$ cat config.mk
export PLATFORM = sky130hd
export DESIGN_NAME = timer_capture_trigger
export DESIGN_NICKNAME = d
export VERILOG_FILES = /design/src/rtl/tc_capture_pkg.sv /design/src/rtl/edge_match.sv /design/src/rtl/pin_sync.sv /design/src/rtl/timer_capture_trigger.sv
export SDC_FILE = /design/constraint.sdc
export NUM_CORES = 1
export LEC_CHECK = 0
export BUFFER_PORTS_ARGS = -buffer_cell sky130_fd_sc_hd__buf_4
export CAP_MARGIN = 20
export CELL_PAD_IN_SITES_DETAIL_PLACEMENT = 1
export CELL_PAD_IN_SITES_GLOBAL_PLACEMENT = 1
export CORE_ASPECT_RATIO = 1.25
export CORE_MARGIN = 2
export CORE_UTILIZATION = 26
export CTS_BUF_LIST = sky130_fd_sc_hd__clkbuf_16
export CTS_CLUSTER_DIAMETER = 200
export DETAILED_ROUTE_END_ITERATION = 6
export PLACE_DENSITY_LB_ADDON = 0.05
export SLEW_MARGIN = 15
export SYNTH_ARGS = -nofsm -noshare
export SYNTH_HDL_FRONTEND = slang
export SYNTH_SLANG_ARGS = --single-unit
$ cat constraint.sdc
create_clock -name aclk -period 5.5 [get_ports aclk]
set_clock_uncertainty 0.1 [all_clocks]
set_input_delay 0.275 -clock aclk [delete_from_list [all_inputs] [get_ports aclk]]
set_output_delay 0.275 -clock aclk [all_outputs]
set_load 0.02 [all_outputs]
$ cat src/rtl/tc_capture_pkg.sv
package tc_capture_pkg;
   // ---------------------------------------------------------------
   // register byte offsets
   // ---------------------------------------------------------------
   localparam logic [7:0] CMD_OFFS    = 8'h00; // channel_command_reg
   localparam logic [7:0] MODE_OFFS   = 8'h04; // channel_mode_reg
   localparam logic [7:0] CNT_OFFS    = 8'h10; // counter value
   localparam logic [7:0] CAPA_OFFS   = 8'h14; // capture_a
   localparam logic [7:0] CAPB_OFFS   = 8'h18; // capture_b
   localparam logic [7:0] CMPC_OFFS   = 8'h1C; // compare_c_value
   localparam logic [7:0] STAT_OFFS   = 8'h20; // channel_status_reg
   localparam logic [7:0] IEN_OFFS    = 8'h24; // interrupt enable
   localparam logic [7:0] ICLR_OFFS   = 8'h28; // status clear, write-only
   localparam logic [7:0] BLOCK_OFFS  = 8'hC0; // block_command_reg

   // ---------------------------------------------------------------
   // command bits
   // ---------------------------------------------------------------
   localparam int CMD_CLKEN_POS  = 0;
   localparam int CMD_CLKDIS_POS = 1;
   localparam int CMD_SOFT_TRIGGER_BIT_POS  = 2; // soft_trigger_bit
   localparam int BLOCK_SYNC_POS = 0;

   // ---------------------------------------------------------------
   // mode register fields
   // ---------------------------------------------------------------
   localparam int MODE_XSEL_POS   = 4;  // waveform event source, 2 bits
   localparam int MODE_CLOCK_STOP_ON_B_LOAD_POS = 7;  // clock_stop_on_b_load
   localparam int MODE_EDGE_POS   = 8;  // ext_trigger_edge, 2 bits
   localparam int MODE_ABSEL_POS  = 10; // ext_trigger_source_select
   localparam int MODE_EXT_EVENT_TRIGGER_ENABLE_POS = 12; // ext_event_trigger_enable
   localparam int MODE_COMPARE_C_TRIGGER_ENABLE_POS = 14; // compare_c_trigger_enable
   localparam int MODE_WAVE_POS   = 15;
   localparam int MODE_LDA_POS    = 16; // capture_a_edge, 2 bits
   localparam int MODE_LDB_POS    = 18; // capture_b_edge, 2 bits
   localparam logic [31:0] MODE_RESET = 32'h0000_0000;

   // ---------------------------------------------------------------
   // status bits
   // ---------------------------------------------------------------
   localparam int STAT_BITS     = 5;
   localparam int ST_OVR_POS    = 0; // load_overrun_flag
   localparam int ST_CPC_POS    = 1;
   localparam int ST_LDA_POS    = 2;
   localparam int ST_LDB_POS    = 3;
   localparam int ST_ETRG_POS   = 4;
   localparam int ST_CLKSTA_POS = 16;

   // ---------------------------------------------------------------
   // edge selection codes
   // ---------------------------------------------------------------
   typedef enum logic [1:0] {
      EDGE_NONE    = 2'h0,
      EDGE_RISING  = 2'h1,
      EDGE_FALLING = 2'h2,
      EDGE_BOTH    = 2'h3
   } edge_sel_t;

   localparam logic [1:0] AXI_OKAY   = 2'h0;
   localparam logic [1:0] AXI_SLVERR = 2'h2;
endpackage : tc_capture_pkg

$ cat src/rtl/edge_match.sv
`timescale 1ns/10ps
`default_nettype none
// ---------------------------------------------------------------
// selects an edge event by a two-bit edge code
// ---------------------------------------------------------------
module edge_match
(
   input  wire logic       rise, // rising edge pulse
   input  wire logic       fall, // falling edge pulse
   input  wire logic [1:0] sel,  // edge code
   output logic            hit   // selected edge seen
);
   always_comb
   begin
      unique case (tc_capture_pkg::edge_sel_t'(sel))
         tc_capture_pkg::EDGE_NONE:    hit = 1'b0;
         tc_capture_pkg::EDGE_RISING:  hit = rise;
         tc_capture_pkg::EDGE_FALLING: hit = fall;
         tc_capture_pkg::EDGE_BOTH:    hit = rise | fall;
      endcase
   end
endmodule : edge_match
`default_nettype wire

$ cat src/rtl/pin_sync.sv
`timescale 1ns/10ps
`default_nettype none
// ---------------------------------------------------------------
// two-stage synchroniser with edge detect on the settled stage
// ---------------------------------------------------------------
module pin_sync
(
   input  wire logic aclk,    // clock
   input  wire logic aresetn, // sync reset, low active
   input  wire logic ce,      // clock enable
   input  wire logic pin,     // asynchronous pin
   output logic      level,   // synchronised level
   output logic      rise,    // rising edge pulse
   output logic      fall     // falling edge pulse
);
   logic meta;
   logic sync;
   logic last;

   always_ff @(posedge aclk)
   begin
      if (!aresetn)
      begin
         meta <= 1'b0;
         sync <= 1'b0;
         last <= 1'b0;
      end
      else if (ce)
      begin
         meta <= pin;
         sync <= meta;
         last <= sync;
      end
   end

   assign level = sync;
   assign rise  = ce & sync & ~last;
   assign fall  = ce & ~sync & last;
endmodule : pin_sync
`default_nettype wire

$ cat src/rtl/timer_capture_trigger.sv
`timescale 1ns/10ps
`default_nettype none
module timer_capture_trigger
#(
   parameter int CNT_W = 16 // counter width
)
(
   input  wire logic        aclk,          // clock, 25 MHz
   input  wire logic        aresetn,       // sync reset, low active
   input  wire logic        ce,            // clock enable
   input  wire logic        timer_line_a,  // line A pin
   input  wire logic        timer_line_b,  // line B pin
   input  wire logic        ext_clock_in_0, // external input 0
   input  wire logic        ext_clock_in_1, // external input 1
   input  wire logic        ext_clock_in_2, // external input 2
   output logic             line_a_oe,     // line A drive enable
   output logic             line_b_oe,     // line B drive enable
   output logic             irq,           // interrupt level
   input  wire logic [7:0]  s_axi_awaddr,  // write address
   input  wire logic        s_axi_awvalid, // write address valid
   output logic             s_axi_awready, // write address ready
   input  wire logic [31:0] s_axi_wdata,   // write data
   input  wire logic [3:0]  s_axi_wstrb,   // write strobes
   input  wire logic        s_axi_wvalid,  // write data valid
   output logic             s_axi_wready,  // write data ready
   output logic [1:0]       s_axi_bresp,   // write response
   output logic             s_axi_bvalid,  // write response valid
   input  wire logic        s_axi_bready,  // write response ready
   input  wire logic [7:0]  s_axi_araddr,  // read address
   input  wire logic        s_axi_arvalid, // read address valid
   output logic             s_axi_arready, // read address ready
   output logic [31:0]      s_axi_rdata,   // read data
   output logic [1:0]       s_axi_rresp,   // read response
   output logic             s_axi_rvalid,  // read data valid
   input  wire logic        s_axi_rready   // read data ready
);
   // ---------------------------------------------------------------
   // pin synchronisers
   // ---------------------------------------------------------------
   logic [4:0] pins;
   logic [4:0] lvl;
   logic [4:0] rise;
   logic [4:0] fall;

   assign pins = {ext_clock_in_2, ext_clock_in_1, ext_clock_in_0,
                  timer_line_b, timer_line_a};

   genvar gi;
   generate
      for (gi = 0; gi < 5; gi++)
      begin : g_sync
         pin_sync u_sync
         (
            .aclk    (aclk),
            .aresetn (aresetn),
            .ce      (ce),
            .pin     (pins[gi]),
            .level   (lvl[gi]),
            .rise    (rise[gi]),
            .fall    (fall[gi])
         );
      end
   endgenerate

   // ---------------------------------------------------------------
   // registers
   // ---------------------------------------------------------------
   logic [31:0]          channel_mode;
   logic [CNT_W-1:0]     counter;
   logic [CNT_W-1:0]     capture_a;
   logic [CNT_W-1:0]     capture_b;
   logic [CNT_W-1:0]     compare_c_value;
   logic                 clk_on;
   logic                 a_unread;
   logic                 b_unread;
   logic                 a_armed;  // A may load
   logic                 b_armed;  // B may load
   localparam int STAT_W = tc_capture_pkg::STAT_BITS;
   logic [STAT_W-1:0]    status;
   logic [STAT_W-1:0]    irq_en;

   logic        wave;
   logic [1:0]  edge_code;
   assign wave      = channel_mode[tc_capture_pkg::MODE_WAVE_POS];
   assign edge_code = channel_mode[tc_capture_pkg::MODE_EDGE_POS +: 2];

   // both lines are inputs in capture mode; waveform driving is not
   // part of this block, so the lines stay undriven
   assign line_a_oe = 1'b0;
   assign line_b_oe = 1'b0;

   // ---------------------------------------------------------------
   // bus slave
   // ---------------------------------------------------------------
   logic [7:0]  waddr;
   logic [31:0] wdata;
   logic        have_aw;
   logic        have_w;
   logic        wstrb0;
   logic        wr_fire;
   logic        rd_fire;

   // no item is taken while frozen, so ready stays low then
   assign s_axi_awready = ce & ~have_aw & ~s_axi_bvalid;
   assign s_axi_wready  = ce & ~have_w & ~s_axi_bvalid;
   assign s_axi_arready = ce & ~s_axi_rvalid;
   assign wr_fire = ce & have_aw & have_w & ~s_axi_bvalid;
   assign rd_fire = ce & s_axi_arvalid & s_axi_arready;

   function automatic logic mapped(input logic [7:0] a);
      unique case (a)
         tc_capture_pkg::CMD_OFFS, tc_capture_pkg::MODE_OFFS,
         tc_capture_pkg::CNT_OFFS, tc_capture_pkg::CAPA_OFFS,
         tc_capture_pkg::CAPB_OFFS, tc_capture_pkg::CMPC_OFFS,
         tc_capture_pkg::STAT_OFFS, tc_capture_pkg::IEN_OFFS,
         tc_capture_pkg::ICLR_OFFS, tc_capture_pkg::BLOCK_OFFS:
            mapped = 1'b1;
         default: mapped = 1'b0;
      endcase
   endfunction : mapped

   always_ff @(posedge aclk)
   begin
      if (!aresetn)
      begin
         have_aw      <= 1'b0;
         have_w       <= 1'b0;
         waddr        <= 8'h00;
         wdata        <= 32'h0000_0000;
         wstrb0       <= 1'b0;
         s_axi_bvalid <= 1'b0;
         s_axi_bresp  <= tc_capture_pkg::AXI_OKAY;
      end
      else if (ce)
      begin
         if (s_axi_awvalid && s_axi_awready)
         begin
            have_aw <= 1'b1;
            waddr   <= {s_axi_awaddr[7:2], 2'b00};
         end
         if (s_axi_wvalid && s_axi_wready)
         begin
            have_w <= 1'b1;
            wdata  <= s_axi_wdata;
            wstrb0 <= s_axi_wstrb[0];
         end
         if (wr_fire)
         begin
            have_aw      <= 1'b0;
            have_w       <= 1'b0;
            s_axi_bvalid <= 1'b1;
            s_axi_bresp  <= mapped(waddr) ? tc_capture_pkg::AXI_OKAY
                                          : tc_capture_pkg::AXI_SLVERR;
         end
         else if (s_axi_bready)
            s_axi_bvalid <= 1'b0;
      end
   end

   // whole-word writes only need lane 0 for the command bits
   logic wr_cmd;
   logic wr_blk;
   assign wr_cmd = wr_fire & (waddr == tc_capture_pkg::CMD_OFFS) & wstrb0;
   assign wr_blk = wr_fire & (waddr == tc_capture_pkg::BLOCK_OFFS) & wstrb0;

   always_ff @(posedge aclk)
   begin
      if (!aresetn)
      begin
         channel_mode    <= tc_capture_pkg::MODE_RESET;
         compare_c_value <= '0;
         irq_en          <= '0;
      end
      else if (wr_fire)
      begin
         if (waddr == tc_capture_pkg::MODE_OFFS)
            channel_mode <= wdata;
         if (waddr == tc_capture_pkg::CMPC_OFFS)
            compare_c_value <= wdata[CNT_W-1:0];
         if (waddr == tc_capture_pkg::IEN_OFFS)
            irq_en <= wdata[STAT_W-1:0];
      end
   end

   // ---------------------------------------------------------------
   // triggers
   // ---------------------------------------------------------------
   logic sw_trig;
   logic sync_trig;
   logic cmp_match;
   logic cmp_trig;
   logic ext_rise;
   logic ext_fall;
   logic ext_hit;
   logic ext_trig;
   logic trigger;
   logic [1:0] xsel;

   assign sw_trig   = wr_cmd
                    & wdata[tc_capture_pkg::CMD_SOFT_TRIGGER_BIT_POS];
   assign sync_trig = wr_blk
                    & wdata[tc_capture_pkg::BLOCK_SYNC_POS];
   assign cmp_match = ce & clk_on & (counter == compare_c_value);
   assign cmp_trig  = cmp_match
                    & channel_mode[tc_capture_pkg::MODE_COMPARE_C_TRIGGER_ENABLE_POS];
   assign xsel      = channel_mode[tc_capture_pkg::MODE_XSEL_POS +: 2];

   always_comb
   begin
      if (!wave)
      begin
         // capture mode source select
         ext_rise = channel_mode[tc_capture_pkg::MODE_ABSEL_POS]
                  ? rise[0] : rise[1];
         ext_fall = channel_mode[tc_capture_pkg::MODE_ABSEL_POS]
                  ? fall[0] : fall[1];
      end
      else
      begin
         // waveform event: 0 line B, 1..3 external inputs
         ext_rise = (xsel == 2'h0) ? rise[1]
                  : rise[3'(xsel) + 3'h1];
         ext_fall = (xsel == 2'h0) ? fall[1]
                  : fall[3'(xsel) + 3'h1];
      end
   end

   edge_match u_ext_edge
   (
      .rise (ext_rise),
      .fall (ext_fall),
      .sel  (edge_code),
      .hit  (ext_hit)
   );

   assign ext_trig = ext_hit & (!wave
                   | channel_mode[tc_capture_pkg::MODE_EXT_EVENT_TRIGGER_ENABLE_POS]);
   assign trigger  = sw_trig | sync_trig | cmp_trig | ext_trig;

   // ---------------------------------------------------------------
   // capture loads on line A edges
   // ---------------------------------------------------------------
   logic hit_a;
   logic hit_b;
   logic load_a;
   logic load_b;

   edge_match u_lda
   (
      .rise (rise[0]),
      .fall (fall[0]),
      .sel  (channel_mode[tc_capture_pkg::MODE_LDA_POS +: 2]),
      .hit  (hit_a)
   );

   edge_match u_ldb
   (
      .rise (rise[0]),
      .fall (fall[0]),
      .sel  (channel_mode[tc_capture_pkg::MODE_LDB_POS +: 2]),
      .hit  (hit_b)
   );

   assign load_a = ~wave & hit_a & a_armed;
   assign load_b = ~wave & hit_b & b_armed & ~load_a;

   logic rd_a;
   logic rd_b;
   logic [7:0] raddr;
   assign raddr = {s_axi_araddr[7:2], 2'b00};
   assign rd_a  = rd_fire & (raddr == tc_capture_pkg::CAPA_OFFS);
   assign rd_b  = rd_fire & (raddr == tc_capture_pkg::CAPB_OFFS);

   always_ff @(posedge aclk)
   begin
      if (!aresetn)
      begin
         capture_a <= '0;
         capture_b <= '0;
         a_armed   <= 1'b1;
         b_armed   <= 1'b0;
         a_unread  <= 1'b0;
         b_unread  <= 1'b0;
      end
      else if (ce)
      begin
         if (trigger)
         begin
            a_armed <= 1'b1;
            b_armed <= 1'b0;
         end
         else if (load_a)
         begin
            a_armed <= 1'b0;
            b_armed <= 1'b1;
         end
         else if (load_b)
         begin
            a_armed <= 1'b1;
            b_armed <= 1'b0;
         end
         if (load_a)
            capture_a <= counter;
         if (load_b)
            capture_b <= counter;
         // a load in the read cycle wins: new value stays unread
         a_unread <= load_a | (a_unread & ~rd_a);
         b_unread <= load_b | (b_unread & ~rd_b);
      end
   end

   // ---------------------------------------------------------------
   // counter and its clock
   // ---------------------------------------------------------------
   always_ff @(posedge aclk)
   begin
      if (!aresetn)
      begin
         counter <= '0;
         clk_on  <= 1'b0;
      end
      else if (ce)
      begin
         if (wr_cmd && wdata[tc_capture_pkg::CMD_CLKDIS_POS])
            clk_on <= 1'b0;
         else if (load_b && channel_mode[tc_capture_pkg::MODE_CLOCK_STOP_ON_B_LOAD_POS])
            clk_on <= 1'b0;
         else if (trigger || (wr_cmd && wdata[tc_capture_pkg::CMD_CLKEN_POS]))
            clk_on <= 1'b1;
         if (trigger)
            counter <= '0;
         else if (clk_on)
            counter <= counter + 1'b1;
      end
   end

   // ---------------------------------------------------------------
   // status, interrupt and read data
   // ---------------------------------------------------------------
   logic [STAT_W-1:0] events;
   logic [STAT_W-1:0] clr;
   assign events = {ext_trig, load_b, load_a, cmp_match,
                    (load_a & a_unread) | (load_b & b_unread)};
   assign clr = (wr_fire && waddr == tc_capture_pkg::ICLR_OFFS)
              ? wdata[STAT_W-1:0] : '0;

   always_ff @(posedge aclk)
   begin
      if (!aresetn)
         status <= '0;
      else if (ce)
         status <= events | (status & ~clr);
   end

   assign irq = |(status & irq_en);

   always_ff @(posedge aclk)
   begin
      if (!aresetn)
      begin
         s_axi_rvalid <= 1'b0;
         s_axi_rdata  <= 32'h0000_0000;
         s_axi_rresp  <= tc_capture_pkg::AXI_OKAY;
      end
      else if (ce)
      begin
         if (rd_fire)
         begin
            s_axi_rvalid <= 1'b1;
            s_axi_rresp  <= mapped({s_axi_araddr[7:2], 2'b00})
                          ? tc_capture_pkg::AXI_OKAY
                          : tc_capture_pkg::AXI_SLVERR;
            unique case ({s_axi_araddr[7:2], 2'b00})
               tc_capture_pkg::MODE_OFFS: s_axi_rdata <= channel_mode;
               tc_capture_pkg::CNT_OFFS:  s_axi_rdata <= 32'(counter);
               tc_capture_pkg::CAPA_OFFS: s_axi_rdata <= 32'(capture_a);
               tc_capture_pkg::CAPB_OFFS: s_axi_rdata <= 32'(capture_b);
               tc_capture_pkg::CMPC_OFFS: s_axi_rdata <= 32'(compare_c_value);
               tc_capture_pkg::STAT_OFFS: s_axi_rdata <= 32'(status)
                  | (32'(clk_on) << tc_capture_pkg::ST_CLKSTA_POS)
                  | (32'(lvl[0]) << 17) | (32'(lvl[1]) << 18);
               tc_capture_pkg::IEN_OFFS:  s_axi_rdata <= 32'(irq_en);
               default:                   s_axi_rdata <= 32'h0000_0000;
            endcase
         end
         else if (s_axi_rready)
            s_axi_rvalid <= 1'b0;
      end
   end

   // ---------------------------------------------------------------
   // assertions
   // ---------------------------------------------------------------
   // record of an A load since the last trigger or B load, kept apart
   // from the arming flags so the order check does not reuse them
   logic a_seen;
   always_ff @(posedge aclk)
   begin
      if (!aresetn)
         a_seen <= 1'b0;
      else if (ce)
      begin
         if (trigger || load_b)
            a_seen <= 1'b0;
         if (load_a)
            a_seen <= 1'b1;
      end
   end
endmodule : timer_capture_trigger
`default_nettype wire
Word-level counts from Yosys, hierarchy flattened
Index checks and enable logic that the tools add are counted.

storage, ports and cells
  flip-flop bits (word level) = 205
  latch bits = 0
  bits in writable memories = 0
  ROM bits = 0
  memories = 0

cells by class
  add/subtract/negate cells = 2
  multipliers = 0
  divide/modulo/power cells = 0
  order comparisons = 1
  eq/ne operators = 28
  shift operators = 0
  multiplexer cells = 44
  bitwise operators = 85
  reductions and logical operators = 40

operator list
  cell                                                             number
  32-bit case mux with 7 select lines                              1
  1-bit bitwise AND                                                51
  6-bit by 3-bit == test with 1-bit output, second input constant  8
  6-bit by 4-bit == test with 1-bit output, second input constant  6
  1-bit 2-to-1 mux                                                 33
  16-bit 2-to-1 mux                                                2
  2-bit AND reduction                                              16
  10-bit OR reduction                                              2
  18-bit by 19-bit bitwise OR with 19-bit output                   1
  1-bit inverter                                                   18
  17-bit by 18-bit bitwise OR with 18-bit output                   1
  5-bit by 17-bit bitwise OR with 17-bit output                    1
  16-bit by 1-bit adder with 16-bit output, second input constant  1
  16-bit == test                                                   1
  2-bit == test, second input constant                             6
  6-bit by 1-bit == test with 1-bit output, second input constant  2
  6-bit == test, second input constant                             2
  1-bit case mux with 4 select lines                               3
  5-bit bitwise AND                                                2
  2-bit nonzero test                                               5
  1-bit bitwise OR                                                 9
  2-bit zero test                                                  4
  8-bit zero test                                                  1
  1-bit binary-select mux with 3-bit select                        2
  13 further kinds                                                 22

Logic depth before layout (Yosys ltp)
Gate-level depths: netlist (run 1).

  depth after elaboration = 15
  mapped depth = 10

Cells and area by module
From an unflattened synthesis (run 1), not the netlist that was laid out.

unflattened totals
  cells, all modules = 1053
  area total of the unflattened synthesis = 9237.6 um^2

by module, submodules not included
  module                 instances  cells an instance  area an instance (um^2)
  timer_capture_trigger  1          990                8592.0
  pin_sync               5          12                 123.9
  edge_match             3          1                  8.8

Worst setup path after synthesis (run 1)
Ideal clock, no wire load.

  kind = reg2reg
  start = register channel_mode[4]
  end = register counter[11]
  library setup time = 0.070 ns
  arrival = 2.377 ns
  path slack = 2.953 ns
  stages on the path, launching flop included = 11
  period minus slack after synthesis = 2.547 ns
  cell sequence = dfxtp_1 -> inv_1 -> ha_1 -> and4b_1 -> a31o_2 -> a22oi_1 -> nand3_1 -> or4b_1 -> buf_2 -> buf_6 -> a21oi_1

between the ends
  cells in the longest elaborated chain, start to end = 11

RTL lines
  what                                                                 RTL line                                                    RTL
  start, declared                                                      timer_capture_trigger.sv:68                                 logic [31:0] channel_mode;
  start signal, assigned                                               timer_capture_trigger.sv:170                                channel_mode <= tc_capture_pkg::MODE_RESET;
  start signal, assigned                                               timer_capture_trigger.sv:177                                channel_mode <= wdata;
  2-bit by 1-bit adder with 3-bit output                               timer_capture_trigger.sv:222, timer_capture_trigger.sv:224
  1-bit binary-select mux with 3-bit select, on equally long branches  timer_capture_trigger.sv:222, timer_capture_trigger.sv:224
  1-bit 2-to-1 mux, on equally long branches                           timer_capture_trigger.sv:222, timer_capture_trigger.sv:224
  1-bit 2-to-1 mux, on equally long branches                           timer_capture_trigger.sv:221, timer_capture_trigger.sv:223
  1-bit 2-to-1 mux                                                     timer_capture_trigger.sv:210                                if (!wave)
  1-bit bitwise OR                                                     edge_match.sv:19                                            tc_capture_pkg::EDGE_BOTH: hit = rise | fall;
  1-bit case mux with 4 select lines *                                 edge_match.sv:15                                            unique case (tc_capture_pkg::edge_sel_t'(sel))
  1-bit bitwise AND *                                                  timer_capture_trigger.sv:236                                assign ext_trig = ext_hit & (!wave
  1-bit bitwise OR *                                                   timer_capture_trigger.sv:238                                assign trigger = sw_trig | sync_trig | cmp_trig | ext_trig;
  2-bit nonzero test (no source line)                                  n/a
  2-bit AND reduction (no source line)                                 n/a
  end signal, assigned                                                 timer_capture_trigger.sv:333                                counter <= counter + 1'b1;
  end, declared                                                        timer_capture_trigger.sv:69                                 logic [CNT_W-1:0] counter;

Mark *: on every way between the ends. The rest lies on a longest branch, timed or not. The select of a mux whose other input is x is not followed.
A chain may end at the register's enable or synchronous reset.

Worst setup path after layout (run 1)
  start = register channel_mode[4]
  end = register a_armed

between the ends
  cells in the longest elaborated chain, start to end = 11

RTL lines
  what                                                                 RTL line                                                    RTL
  2-bit by 1-bit adder with 3-bit output                               timer_capture_trigger.sv:222, timer_capture_trigger.sv:224
  1-bit binary-select mux with 3-bit select, on equally long branches  timer_capture_trigger.sv:222, timer_capture_trigger.sv:224
  1-bit 2-to-1 mux, on equally long branches                           timer_capture_trigger.sv:222, timer_capture_trigger.sv:224
  1-bit 2-to-1 mux, on equally long branches                           timer_capture_trigger.sv:221, timer_capture_trigger.sv:223
  1-bit 2-to-1 mux                                                     timer_capture_trigger.sv:210
  1-bit bitwise OR                                                     edge_match.sv:19
  1-bit case mux with 4 select lines *                                 edge_match.sv:15
  1-bit bitwise AND *                                                  timer_capture_trigger.sv:236
  1-bit bitwise OR *                                                   timer_capture_trigger.sv:238
  3-bit nonzero test (no source line)                                  n/a
  2-bit AND reduction (no source line)                                 n/a
  end signal, assigned                                                 timer_capture_trigger.sv:280                                a_armed <= 1'b1;
  end signal, assigned                                                 timer_capture_trigger.sv:289                                a_armed <= 1'b1;
  end signal, assigned                                                 timer_capture_trigger.sv:294                                a_armed <= 1'b0;
  end, declared                                                        timer_capture_trigger.sv:76                                 logic a_armed;

Marked as above.

==> flow_metrics.env, run 1 <==
export IMPL_grt_max_degree=86
export IMPL_die_area_sq_mm=0.0369
export IMPL_worstReg2RegStart="channel_mode[4]"
export IMPL_drt_iter0_drc=299
export IMPL_hold_buffers=46
export IMPL_r2r_cells=8
export IMPL_area_growth_pct=25.6
export IMPL_ys_seq_area_share_pct=44.2
export IMPL_wl_per_cell_um=19.0
export IMPL_drive_above_1_share_pct=14.2
export IMPL_postSynthCellCount=1034
export IMPL_rrSetupSlack_ns=2.30
export IMPL_viasPerCell=4.67
export IMPL_synth_ff_type="dfxtp_1"
export IMPL_multiInputGateArea_sq_mm=0.00481
export IMPL_grt_ovfl_total=0
export IMPL_drc_errors=0
export IMPL_die_y_um=214
export IMPL_maxCapViolCount=0
export IMPL_dp_hpwl_mm=20.1
export IMPL_power_mw=3.31
export IMPL_vias=7616
export IMPL_path_buf_inv=1
export IMPL_numPortBuffers=97
export IMPL_yosysMostFrequentCell="dfxtp_1"
export IMPL_crit_chain="inv_1, ha_1, and4b_1, a31o_2, a22oi_1, nand3_1, or4b_1, o21bai_1"
export IMPL_worstSetupPathType="flop to flop"
export IMPL_finalHoldViolations=0
export IMPL_syn_area_sq_mm=0.00920
export IMPL_fin_crit_ns=3.20
export IMPL_cpPeakStageDelay_ns=0.91
export IMPL_synth_top_area_share_pct=44.2
export IMPL_yosys_warnings=0
export IMPL_synth_edf_count=0
export IMPL_peakVddDrop_mv=0.138
export IMPL_firstDrtPassIters=5
export IMPL_cpLargestDelayFamily="simple AND/OR/NAND/NOR gates"
export IMPL_outcome="completed"
export IMPL_ys_async_sr_fraction_pct=0
export IMPL_worst_setup_path_start_kind="flop"
export IMPL_cts_resized=0
export IMPL_register_area_sq_mm=0.00406
export IMPL_synth_area_top_cells="dfxtp_1 44%, mux2i_1 9.5%, nand2_1 8.2%, a21boi_0 7.1%, nor2b_1 6.9%"
export IMPL_initial_utilization_pct=26.2
export IMPL_leakagePower_nw=4.20
export IMPL_worstReg2RegEnd="a_armed"
export IMPL_fin_ws_ns=2.30
export IMPL_gp_congestion=0.703
export IMPL_cts_made_buffers=25
export IMPL_max_slew_margin_rel_pct=36.5
export IMPL_wirelength_mm=31.0
export IMPL_hold_depth=2
export IMPL_die_width_um=172
export IMPL_rsz0062_at_grt="false"
export IMPL_clock_latency_ns=0.53
export IMPL_holdPathEnd="wdata[26]"
export IMPL_root_buffer="clkbuf_16"
export IMPL_cp_required_ns=5.78
export IMPL_fp_coreArea_sq_mm=0.0352
export IMPL_path_clk_slew_ns=0.06
export IMPL_fmax_ghz=0.313
export IMPL_cp_end_kind="flop"
export IMPL_num_antenna_cells=0
export IMPL_worst_slew_pin_slew_ns=0.950
export IMPL_final_setup_tns_ns=0
export IMPL_drv_slew=0
export IMPL_dp_slack_ns=2.25
export IMPL_worstPathMaxFanout=18
export IMPL_synth_top_cell_by_area="dfxtp_1"
export IMPL_row_count=77
export IMPL_cts_sinks=203
export IMPL_critPathSlowestCell="or4b_1"
export IMPL_cts_setup_buffers=0
export IMPL_ant_nets=0
export IMPL_min_from="aresetn"
export IMPL_fin_crit_sh_pct=58.2
export IMPL_synth_common_cells="203 x dfxtp_1, 201 x nand2_1, 101 x nor2b_1"
export IMPL_h_tree_depth=1
export IMPL_first_global_vias=8058
export IMPL_nFillCells=4039
export IMPL_clockBufferDepth=3
export IMPL_p_per_area_mw_per_mm2=287
export IMPL_syn_avg_cell_area_sq_um=8.90
export IMPL_arrival_ns=3.48
export IMPL_grt_use_total_pct=17.1
export IMPL_cts_tree="built"
export IMPL_grt_pass1_wl_mm=48.3
export IMPL_ios=109
export IMPL_setup_viol_count_final=0
export IMPL_layout_nets=1208
export IMPL_antenna_found_initial=0
export IMPL_hold_path_class="input port to flop"
export IMPL_synth_seq_cells=203
export IMPL_ys_types=61
## kinds of logic after synthesis
kind of cell	after synthesis	share of synthesized area (%)
other	1	0.0408
adders and majority gates	3	0.408
buffers and inverters	89	4.04
muxes	97	11.4
AOI/OAI and AO/OA	209	15.9
DFF	203	44.2
xor gates and xnor gates	17	1.62
and+or+nand+nor	415	22.4
## how the worst max path moves through the flow
stage / startpoint / end / slack (ns) / depth (start not counted)
floorplan: channel_mode[4] / counter[11] / 2.95 / 10
CTS: channel_mode[4] / a_armed / 2.24 / 8
detailed placement: channel_mode[4] / a_armed / 2.25 / 8
global placement: channel_mode[4] / a_armed / 2.28 / 8
finish: channel_mode[4] / a_armed / 2.30 / 8
global route: channel_mode[4] / a_armed / 2.07 / 8
## per-stage QoR
stage | hold WS [ns] | instances | cell area, sq um | utilization (%)
after floorplan | 0.320 | 1037 | 9210 | -
after global placement | 0.353 | 1541 | 10300 | 29.4
after detailed placement | 0.359 | 1541 | 10300 | 29.4
after CTS | 0.0804 | 1632 | 11600 | 32.9
after global routing | 0.101 | 1632 | 11600 | 32.9
final | 0.0944 | 1632 | 11600 | 32.9
## cell usage in the layout (no fill, tap or decap), drive strengths merged, types with 13 or more instances in the layout
cell type,instances
dlygate4sd3,46
nor2,19
a21oi,39
clkbuf,25
mux2i,87
nand3,31
a21boi,87
o21ai,25
nor2b,101
dfxtp,203
a22oi,18
xor2,13
nand2,201
clkinv,14
buf,111
## final cells by class
| type | instances | share of cell area [%] |
|---|---|---|
| Sequential cell | 203 | 35.2 |
| Clock inverter | 20 | 1.22 |
| Tap cell | 474 | 5.13 |
| Inverter | 8 | 0.260 |
| Multi-Input combinational cell | 745 | 41.6 |
| Timing Repair Buffer | 157 | 11.2 |
| Clock buffer | 25 | 5.41 |
## per-layer routing
metal | vias up | wire, um | part of all wire (%) | track usage [%]
met3 | 27 | 901 | 2.9 | 2.21
met4 | 0 | 449 | 1.4 | 3.50
met5 | - | 0 | 0 | 0
met1 | 3714 | 14400 | 46 | 22.3
li1 | 3756 | - | - | -
met2 | 119 | 15300 | 49 | 29.8
## where the power goes
part / leakage [nW] / switching [mW] / total [mW] / internal, mW
registers: 1.64 / 0.0207 / 1.51 / 1.49
logic: 2.17 / 0.109 / 0.208 / 0.0992
clock network: 0.385 / 0.676 / 1.59 / 0.916
## worst reg2reg max path: cells and delay by family (launching register included)
kind,cells,cell delay (ns)
AOI/OAI and AO/OA,3,0.79
buffers and inverters,1,0.13
adders and majority gates,1,0.36
DFF,1,0.37
and+or+nand+nor,3,1.30
(Power assumes the default switching activity.)
==> inputs of run 2 (changes only) <==
==> constraint.sdc (replaced) <==
create_clock -name aclk -period 3.2 [get_ports aclk]
set_clock_uncertainty 0.1 [all_clocks]
set_input_delay 0.16 -clock aclk [delete_from_list [all_inputs] [get_ports aclk]]
set_output_delay 0.16 -clock aclk [all_outputs]
set_load 0.02 [all_outputs]
==> run 2 against run 1 <==
Against the previous run: wire length increased by 0.30%; critical path depth is 1 higher; count of clock-buffer cells in the layout did not move; first-iteration DRC count is 8.7% lower; utilization up 0.31 points; die area stayed put; sequential cell count is the same; non-clock buffer count increased by 17; power up 69%; setup slack got worse by 2.0 ns; critical endpoint unchanged; highest routed layer unchanged.
==> flow_metrics.env, run 2 (same netlist as run 1, synthesis figures left out) <==
export IMPL_outcome="completed"
export IMPL_h_tree_depth=1
export IMPL_path_buf_inv=2
export IMPL_drt_iter0_drc=273
export IMPL_peakVddDrop_mv=0.316
export IMPL_root_buffer="clkbuf_16"
export IMPL_gp_congestion=0.748
export IMPL_hold_depth=5
export IMPL_wl_per_cell_um=18.9
export IMPL_worst_setup_path_start_kind="flop"
export IMPL_row_count=77
export IMPL_max_slew_margin_rel_pct=41.3
export IMPL_grt_max_degree=131
export IMPL_worst_slew_pin_slew_ns=0.881
export IMPL_grt_use_total_pct=17.1
export IMPL_numPortBuffers=97
export IMPL_leakagePower_nw=4.29
export IMPL_die_y_um=214
export IMPL_firstDrtPassIters=4
export IMPL_grt_ovfl_total=0
export IMPL_antenna_found_initial=1
export IMPL_cpPeakStageDelay_ns=0.52
export IMPL_drv_slew=0
export IMPL_fin_crit_ns=2.86
export IMPL_worstReg2RegEnd="a_armed"
export IMPL_wirelength_mm=31.1
export IMPL_cp_required_ns=3.51
export IMPL_fp_coreArea_sq_mm=0.0352
export IMPL_worstPathMaxFanout=18
export IMPL_die_width_um=172
export IMPL_final_common_cell="dfxtp_1"
export IMPL_clockBufferDepth=3
export IMPL_fin_area_sq_mm=0.0117
export IMPL_cp_end_kind="flop"
export IMPL_die_area_sq_mm=0.0369
export IMPL_power_mw=5.60
export IMPL_arrival_ns=3.17
export IMPL_cts_sinks=203
export IMPL_rsz0062_at_grt="false"
export IMPL_clock_latency_ns=0.54
export IMPL_final_setup_tns_ns=0
export IMPL_min_from="s_axi_araddr[4]"
export IMPL_setup_viol_count_final=0
export IMPL_finalHoldViolations=0
export IMPL_path_clk_slew_ns=0.06
export IMPL_worstSetupPathType="flop to flop"
export IMPL_hold_path_class="input port to flop"
export IMPL_cts_made_buffers=25
export IMPL_dp_hpwl_mm=20.7
export IMPL_first_global_vias=7942
export IMPL_grt_pass1_wl_mm=47.9
export IMPL_cts_tree="built"
export IMPL_initial_utilization_pct=26.2
export IMPL_area_growth_pct=26.8
export IMPL_fin_crit_sh_pct=89.4
export IMPL_layout_nets=1225
export IMPL_r2r_cells=9
export IMPL_vias=7660
export IMPL_fmax_ghz=0.350
export IMPL_maxCapViolCount=0
export IMPL_holdPathEnd="s_axi_rresp[1]"
export IMPL_ant_nets=0
export IMPL_ios=109
export IMPL_drc_errors=0
export IMPL_final_cell_mix="203 x dfxtp_1, 201 x nand2_1, 125 x buf_4"
export IMPL_drive_above_1_share_pct=15.2
export IMPL_worstReg2RegStart="channel_mode[4]"
export IMPL_cts_resized=0
export IMPL_rrSetupSlack_ns=0.34
export IMPL_viasPerCell=4.65
export IMPL_dpl_cell_area_sq_mm=0.0104
export IMPL_cpLargestDelayFamily="simple AND/OR/NAND/NOR gates"
export IMPL_p_per_area_mw_per_mm2=480
export IMPL_crit_chain="inv_1, ha_1, and4b_1, a31o_2, a22oi_1, nand3_1, or4b_1, buf_4, o21bai_1"
export IMPL_critPathSlowestCell="or4b_1"
==> run 2: changes by cell type in the layout (fill, tap and decap cells not counted), moves of 2 or more <==
| cell | delta |
|---|---|
| buf_4 | +14 |
| clkinv_1 | -7 |
| dlygate4sd3_1 | +2 |
| inv_1 | +7 |
| inv_6 | -2 |
==> run 2: worst max path at each step <==
stage,from,slack (ns),to,cells after the start
final,channel_mode[4],0.34,a_armed,9
after detailed placement,channel_mode[4],0.32,a_armed,9
after global placement,channel_mode[4],0.35,a_armed,9
after floorplan,channel_mode[4],0.65,counter[9],10
after CTS,channel_mode[4],0.33,a_armed,9
after global routing,channel_mode[4],0.22,a_armed,9
==> run 2: timing repair <==
item,4_1_cts,5_1_grt
setup buffers,0,0
hold buffers,48,0
hold endpoints to repair,52,0
==> run 2: power by group <==
part	internal, mW	switching, mW	leakage (nW)
Sequential	2.56	0.0339	1.64
Combinational	0.176	0.192	2.26
Clock	1.49	1.14	0.398
==> run 2: tightest hold or removal path: cells and delay by family <==
kind                   cells  cell delay (ns)
AOI/OAI and AO/OA          2             0.18
buffers and inverters      2             0.21
and+or+nand+nor            1             0.05
==> run 2: layout make-up <==
class / count / area, sq um
Sequential cell: 203 / 4060
Tap cell: 474 / 593
Clock inverter: 18 / 114
Fill cell: 4112 / 23500
Multi-Input combinational cell: 745 / 4800
Inverter: 8 / 30.0
Clock buffer: 25 / 626
Antenna cell: 1 / 2.50
Timing Repair Buffer: 174 / 1440
==> run 2: routing by layer <==
metal	share of wire, %	up-vias	global-route usage [%]	wire length, um
met4	2.1	0	4.57	644
met3	3.0	34	2.21	943
met1	46	3700	22.1	14300
met2	49	128	29.7	15200
met5	0	-	0	0
li1	-	3798	-	-
==> run 2: per-stage QoR <==
stage / setup slack [ns] / util, % / std cells / hold slack, ns
after floorplan: 0.653 / - / 1037 / 0.205
after global placement: 0.348 / 29.7 / 1556 / 0.318
after detailed placement: 0.324 / 29.7 / 1556 / 0.330
after CTS: 0.329 / 33.2 / 1647 / 0.00267
after global routing: 0.221 / 33.2 / 1648 / 0.0658
final: 0.340 / 33.2 / 1648 / 0.0191
==> inputs of run 3 (changes only) <==
--- a/config.mk
+++ b/config.mk
@@ -15,7 +15,7 @@
 export CTS_BUF_LIST = sky130_fd_sc_hd__clkbuf_16
 export CTS_CLUSTER_DIAMETER = 200
 export DETAILED_ROUTE_END_ITERATION = 6
-export PLACE_DENSITY_LB_ADDON = 0.05
+export PLACE_DENSITY = 0.48
 export SLEW_MARGIN = 15
 export SYNTH_ARGS = -nofsm -noshare
 export SYNTH_HDL_FRONTEND = slang
==> run 3 against run 2 <==
Against the previous run: cell count decreased by 0.12%; fmax increased by 0.38%; first-iteration DRC count increased by 8.8%; sequential share of layout area increased by 0.17 points; register-to-register slack about the same; largest cell class unchanged.
==> flow_metrics.env, run 3 (same netlist as run 1, synthesis figures left out) <==
export IMPL_fp_coreArea_sq_mm=0.0352
export IMPL_hold_path_class="input port to flop"
export IMPL_cts_made_buffers=25
export IMPL_drc_errors=0
export IMPL_path_clk_slew_ns=0.06
export IMPL_setup_viol_count_final=0
export IMPL_rrSetupSlack_ns=0.35
export IMPL_seq_power_share_pct=47.1
export IMPL_fmax_ghz=0.351
export IMPL_die_width_um=172
export IMPL_wl_per_cell_um=18.6
export IMPL_rsz0062_at_grt="false"
export IMPL_wirelength_mm=30.6
export IMPL_root_buffer="clkbuf_16"
export IMPL_viasPerCell=4.69
export IMPL_maxCapViolCount=0
export IMPL_path_buf_inv=2
export IMPL_worstPathMaxFanout=18
export IMPL_cp_end_kind="flop"
export IMPL_dp_cells=1553
export IMPL_cpPeakStageDelay_ns=0.52
export IMPL_arrival_ns=3.15
export IMPL_row_count=77
export IMPL_final_cell_mix="203 x dfxtp_1, 201 x nand2_1, 122 x buf_4"
export IMPL_crit_cells=9
export IMPL_initial_utilization_pct=26.2
export IMPL_crit_chain="inv_1, ha_1, and4b_1, a31o_2, a22oi_1, nand3_1, or4b_1, buf_4, o21bai_1"
export IMPL_h_tree_depth=1
export IMPL_num_antenna_cells=0
export IMPL_grt_max_degree=185
export IMPL_drive_above_1_share_pct=15.2
export IMPL_p_sw_share_pct=24.7
export IMPL_min_from="s_axi_wvalid"
export IMPL_leakagePower_nw=4.26
export IMPL_worstReg2RegEnd="a_armed"
export IMPL_area_growth_pct=26.2
export IMPL_numPortBuffers=97
export IMPL_grt_ovfl_total=0
export IMPL_timing_hold_ws_ns=0.0306
export IMPL_ant_nets=0
export IMPL_die_area_sq_mm=0.0369
export IMPL_comb_power_share_pct=6.7
export IMPL_final_setup_tns_ns=0
export IMPL_layout_nets=1221
export IMPL_outcome="completed"
export IMPL_cts_tree="built"
export IMPL_clkPwrFrac_pct=46.3
export IMPL_cts_setup_buffers=0
export IMPL_grt_use_total_pct=16.8
export IMPL_cts_sinks=203
export IMPL_nFillCells=4069
export IMPL_holdPathEnd="wdata[26]"
export IMPL_vias=7721
export IMPL_fin_crit_sh_pct=89.0
export IMPL_r2r_cells=9
export IMPL_fin_crit_ns=2.85
export IMPL_die_y_um=214
export IMPL_cpLargestDelayFamily="simple AND/OR/NAND/NOR gates"
export IMPL_firstDrtPassIters=5
export IMPL_ios=109
export IMPL_fin_ws_ns=0.351
export IMPL_p_int_mw=4.15
export IMPL_final_common_cell="dfxtp_1"
export IMPL_dp_hpwl_mm=20.2
export IMPL_worst_slew_pin_slew_ns=0.837
export IMPL_finalHoldViolations=0
export IMPL_critPathSlowestCell="or4b_1"
export IMPL_grt_pass1_wl_mm=47.8
export IMPL_hold_depth=4
export IMPL_netSwitchingPower_mw=1.36
export IMPL_layout_cells_non_filler=1646
export IMPL_antenna_found_initial=0
export IMPL_dp_slack_ns=0.245
export IMPL_cp_required_ns=3.51
export IMPL_clock_latency_ns=0.54
export IMPL_worstReg2RegStart="channel_mode[4]"
export IMPL_gp_congestion=0.752
export IMPL_peakVddDrop_mv=0.343
export IMPL_drt_iter0_drc=297
export IMPL_drv_slew=0
export IMPL_p_per_area_mw_per_mm2=475
export IMPL_max_slew_margin_rel_pct=44.2
export IMPL_clockBufferDepth=3
export IMPL_first_global_vias=8134
export IMPL_worstSetupPathType="flop to flop"
export IMPL_worst_setup_path_start_kind="flop"
run 3: cell count changes in the layout (fill, tap and decap cells not counted), moves of 2 or more:
cell,delta
clkinv_1,+3
inv_1,-2
buf_4,-3
clkinv_2,+3
run 3: repair_timing:
item | 4_1_cts | 5_1_grt
gates resized for setup | 0 | 1
endpoints found under the setup margin | 0 | 2
hold buffers | 47 | 0
hold endpoints to repair | 50 | 0
run 3: stage by stage:
stage                     utilization [%]  total power [mW]  cell area, sq um
after global placement               29.6              2.98             10400
final                                33.0              5.51             11600
after detailed placement             29.6              2.98             10400
after global routing                 33.0              5.74             11600
after floorplan                         -              2.83              9210
after CTS                            33.0              5.62             11600
run 3: per-layer routing:
layer | GRT usage [%] | wire length (um)
met2 | 29.8 | 15100
met1 | 21.5 | 14100
met3 | 2.03 | 883
met4 | 4.03 | 520
met5 | 0 | 0
run 3: worst max path at each step:
| stage | start | endpoint | slack (ns) |
|---|---|---|---|
| after detailed placement | channel_mode[4] | counter[11] | 0.24 |
| after CTS | channel_mode[4] | counter[11] | 0.27 |
| final | channel_mode[4] | a_armed | 0.35 |
| after global placement | channel_mode[4] | counter[12] | 0.38 |
| after global routing | channel_mode[4] | a_armed | 0.19 |
| after floorplan | channel_mode[4] | counter[9] | 0.65 |
run 3: area by class of cell:
| type | count | area, sq um | share of cell area (%) |
|---|---|---|---|
| inverter | 8 | 30.0 | 0.259 |
| clock buffer | 25 | 626 | 5.39 |
| clock inverter | 21 | 91.3 | 0.787 |
| sequential | 203 | 4060 | 35.0 |
| tap | 474 | 593 | 5.11 |
| multi-input combinational | 745 | 4800 | 41.3 |
| timing repair buffer | 170 | 1410 | 12.1 |
run 3: power by group through the flow:
stage          clock network, mW  registers [mW]  logic (mW)
6_report                    2.55            2.59       0.367
5_1_grt                     2.74            2.60       0.402
4_1_cts                     2.65            2.59       0.376
3_5_place_dp                   0            2.65       0.329
3_3_place_gp                   0            2.65       0.328
2_1_floorplan                  0            2.64       0.187
run 3: worst min-delay path: cells and delay by family:
kind	cells	cell delay, ns
AO/OA/AOI/OAI	1	0.07
buffers and inverters	1	0.11
AND/OR/NAND/NOR	2	0.28
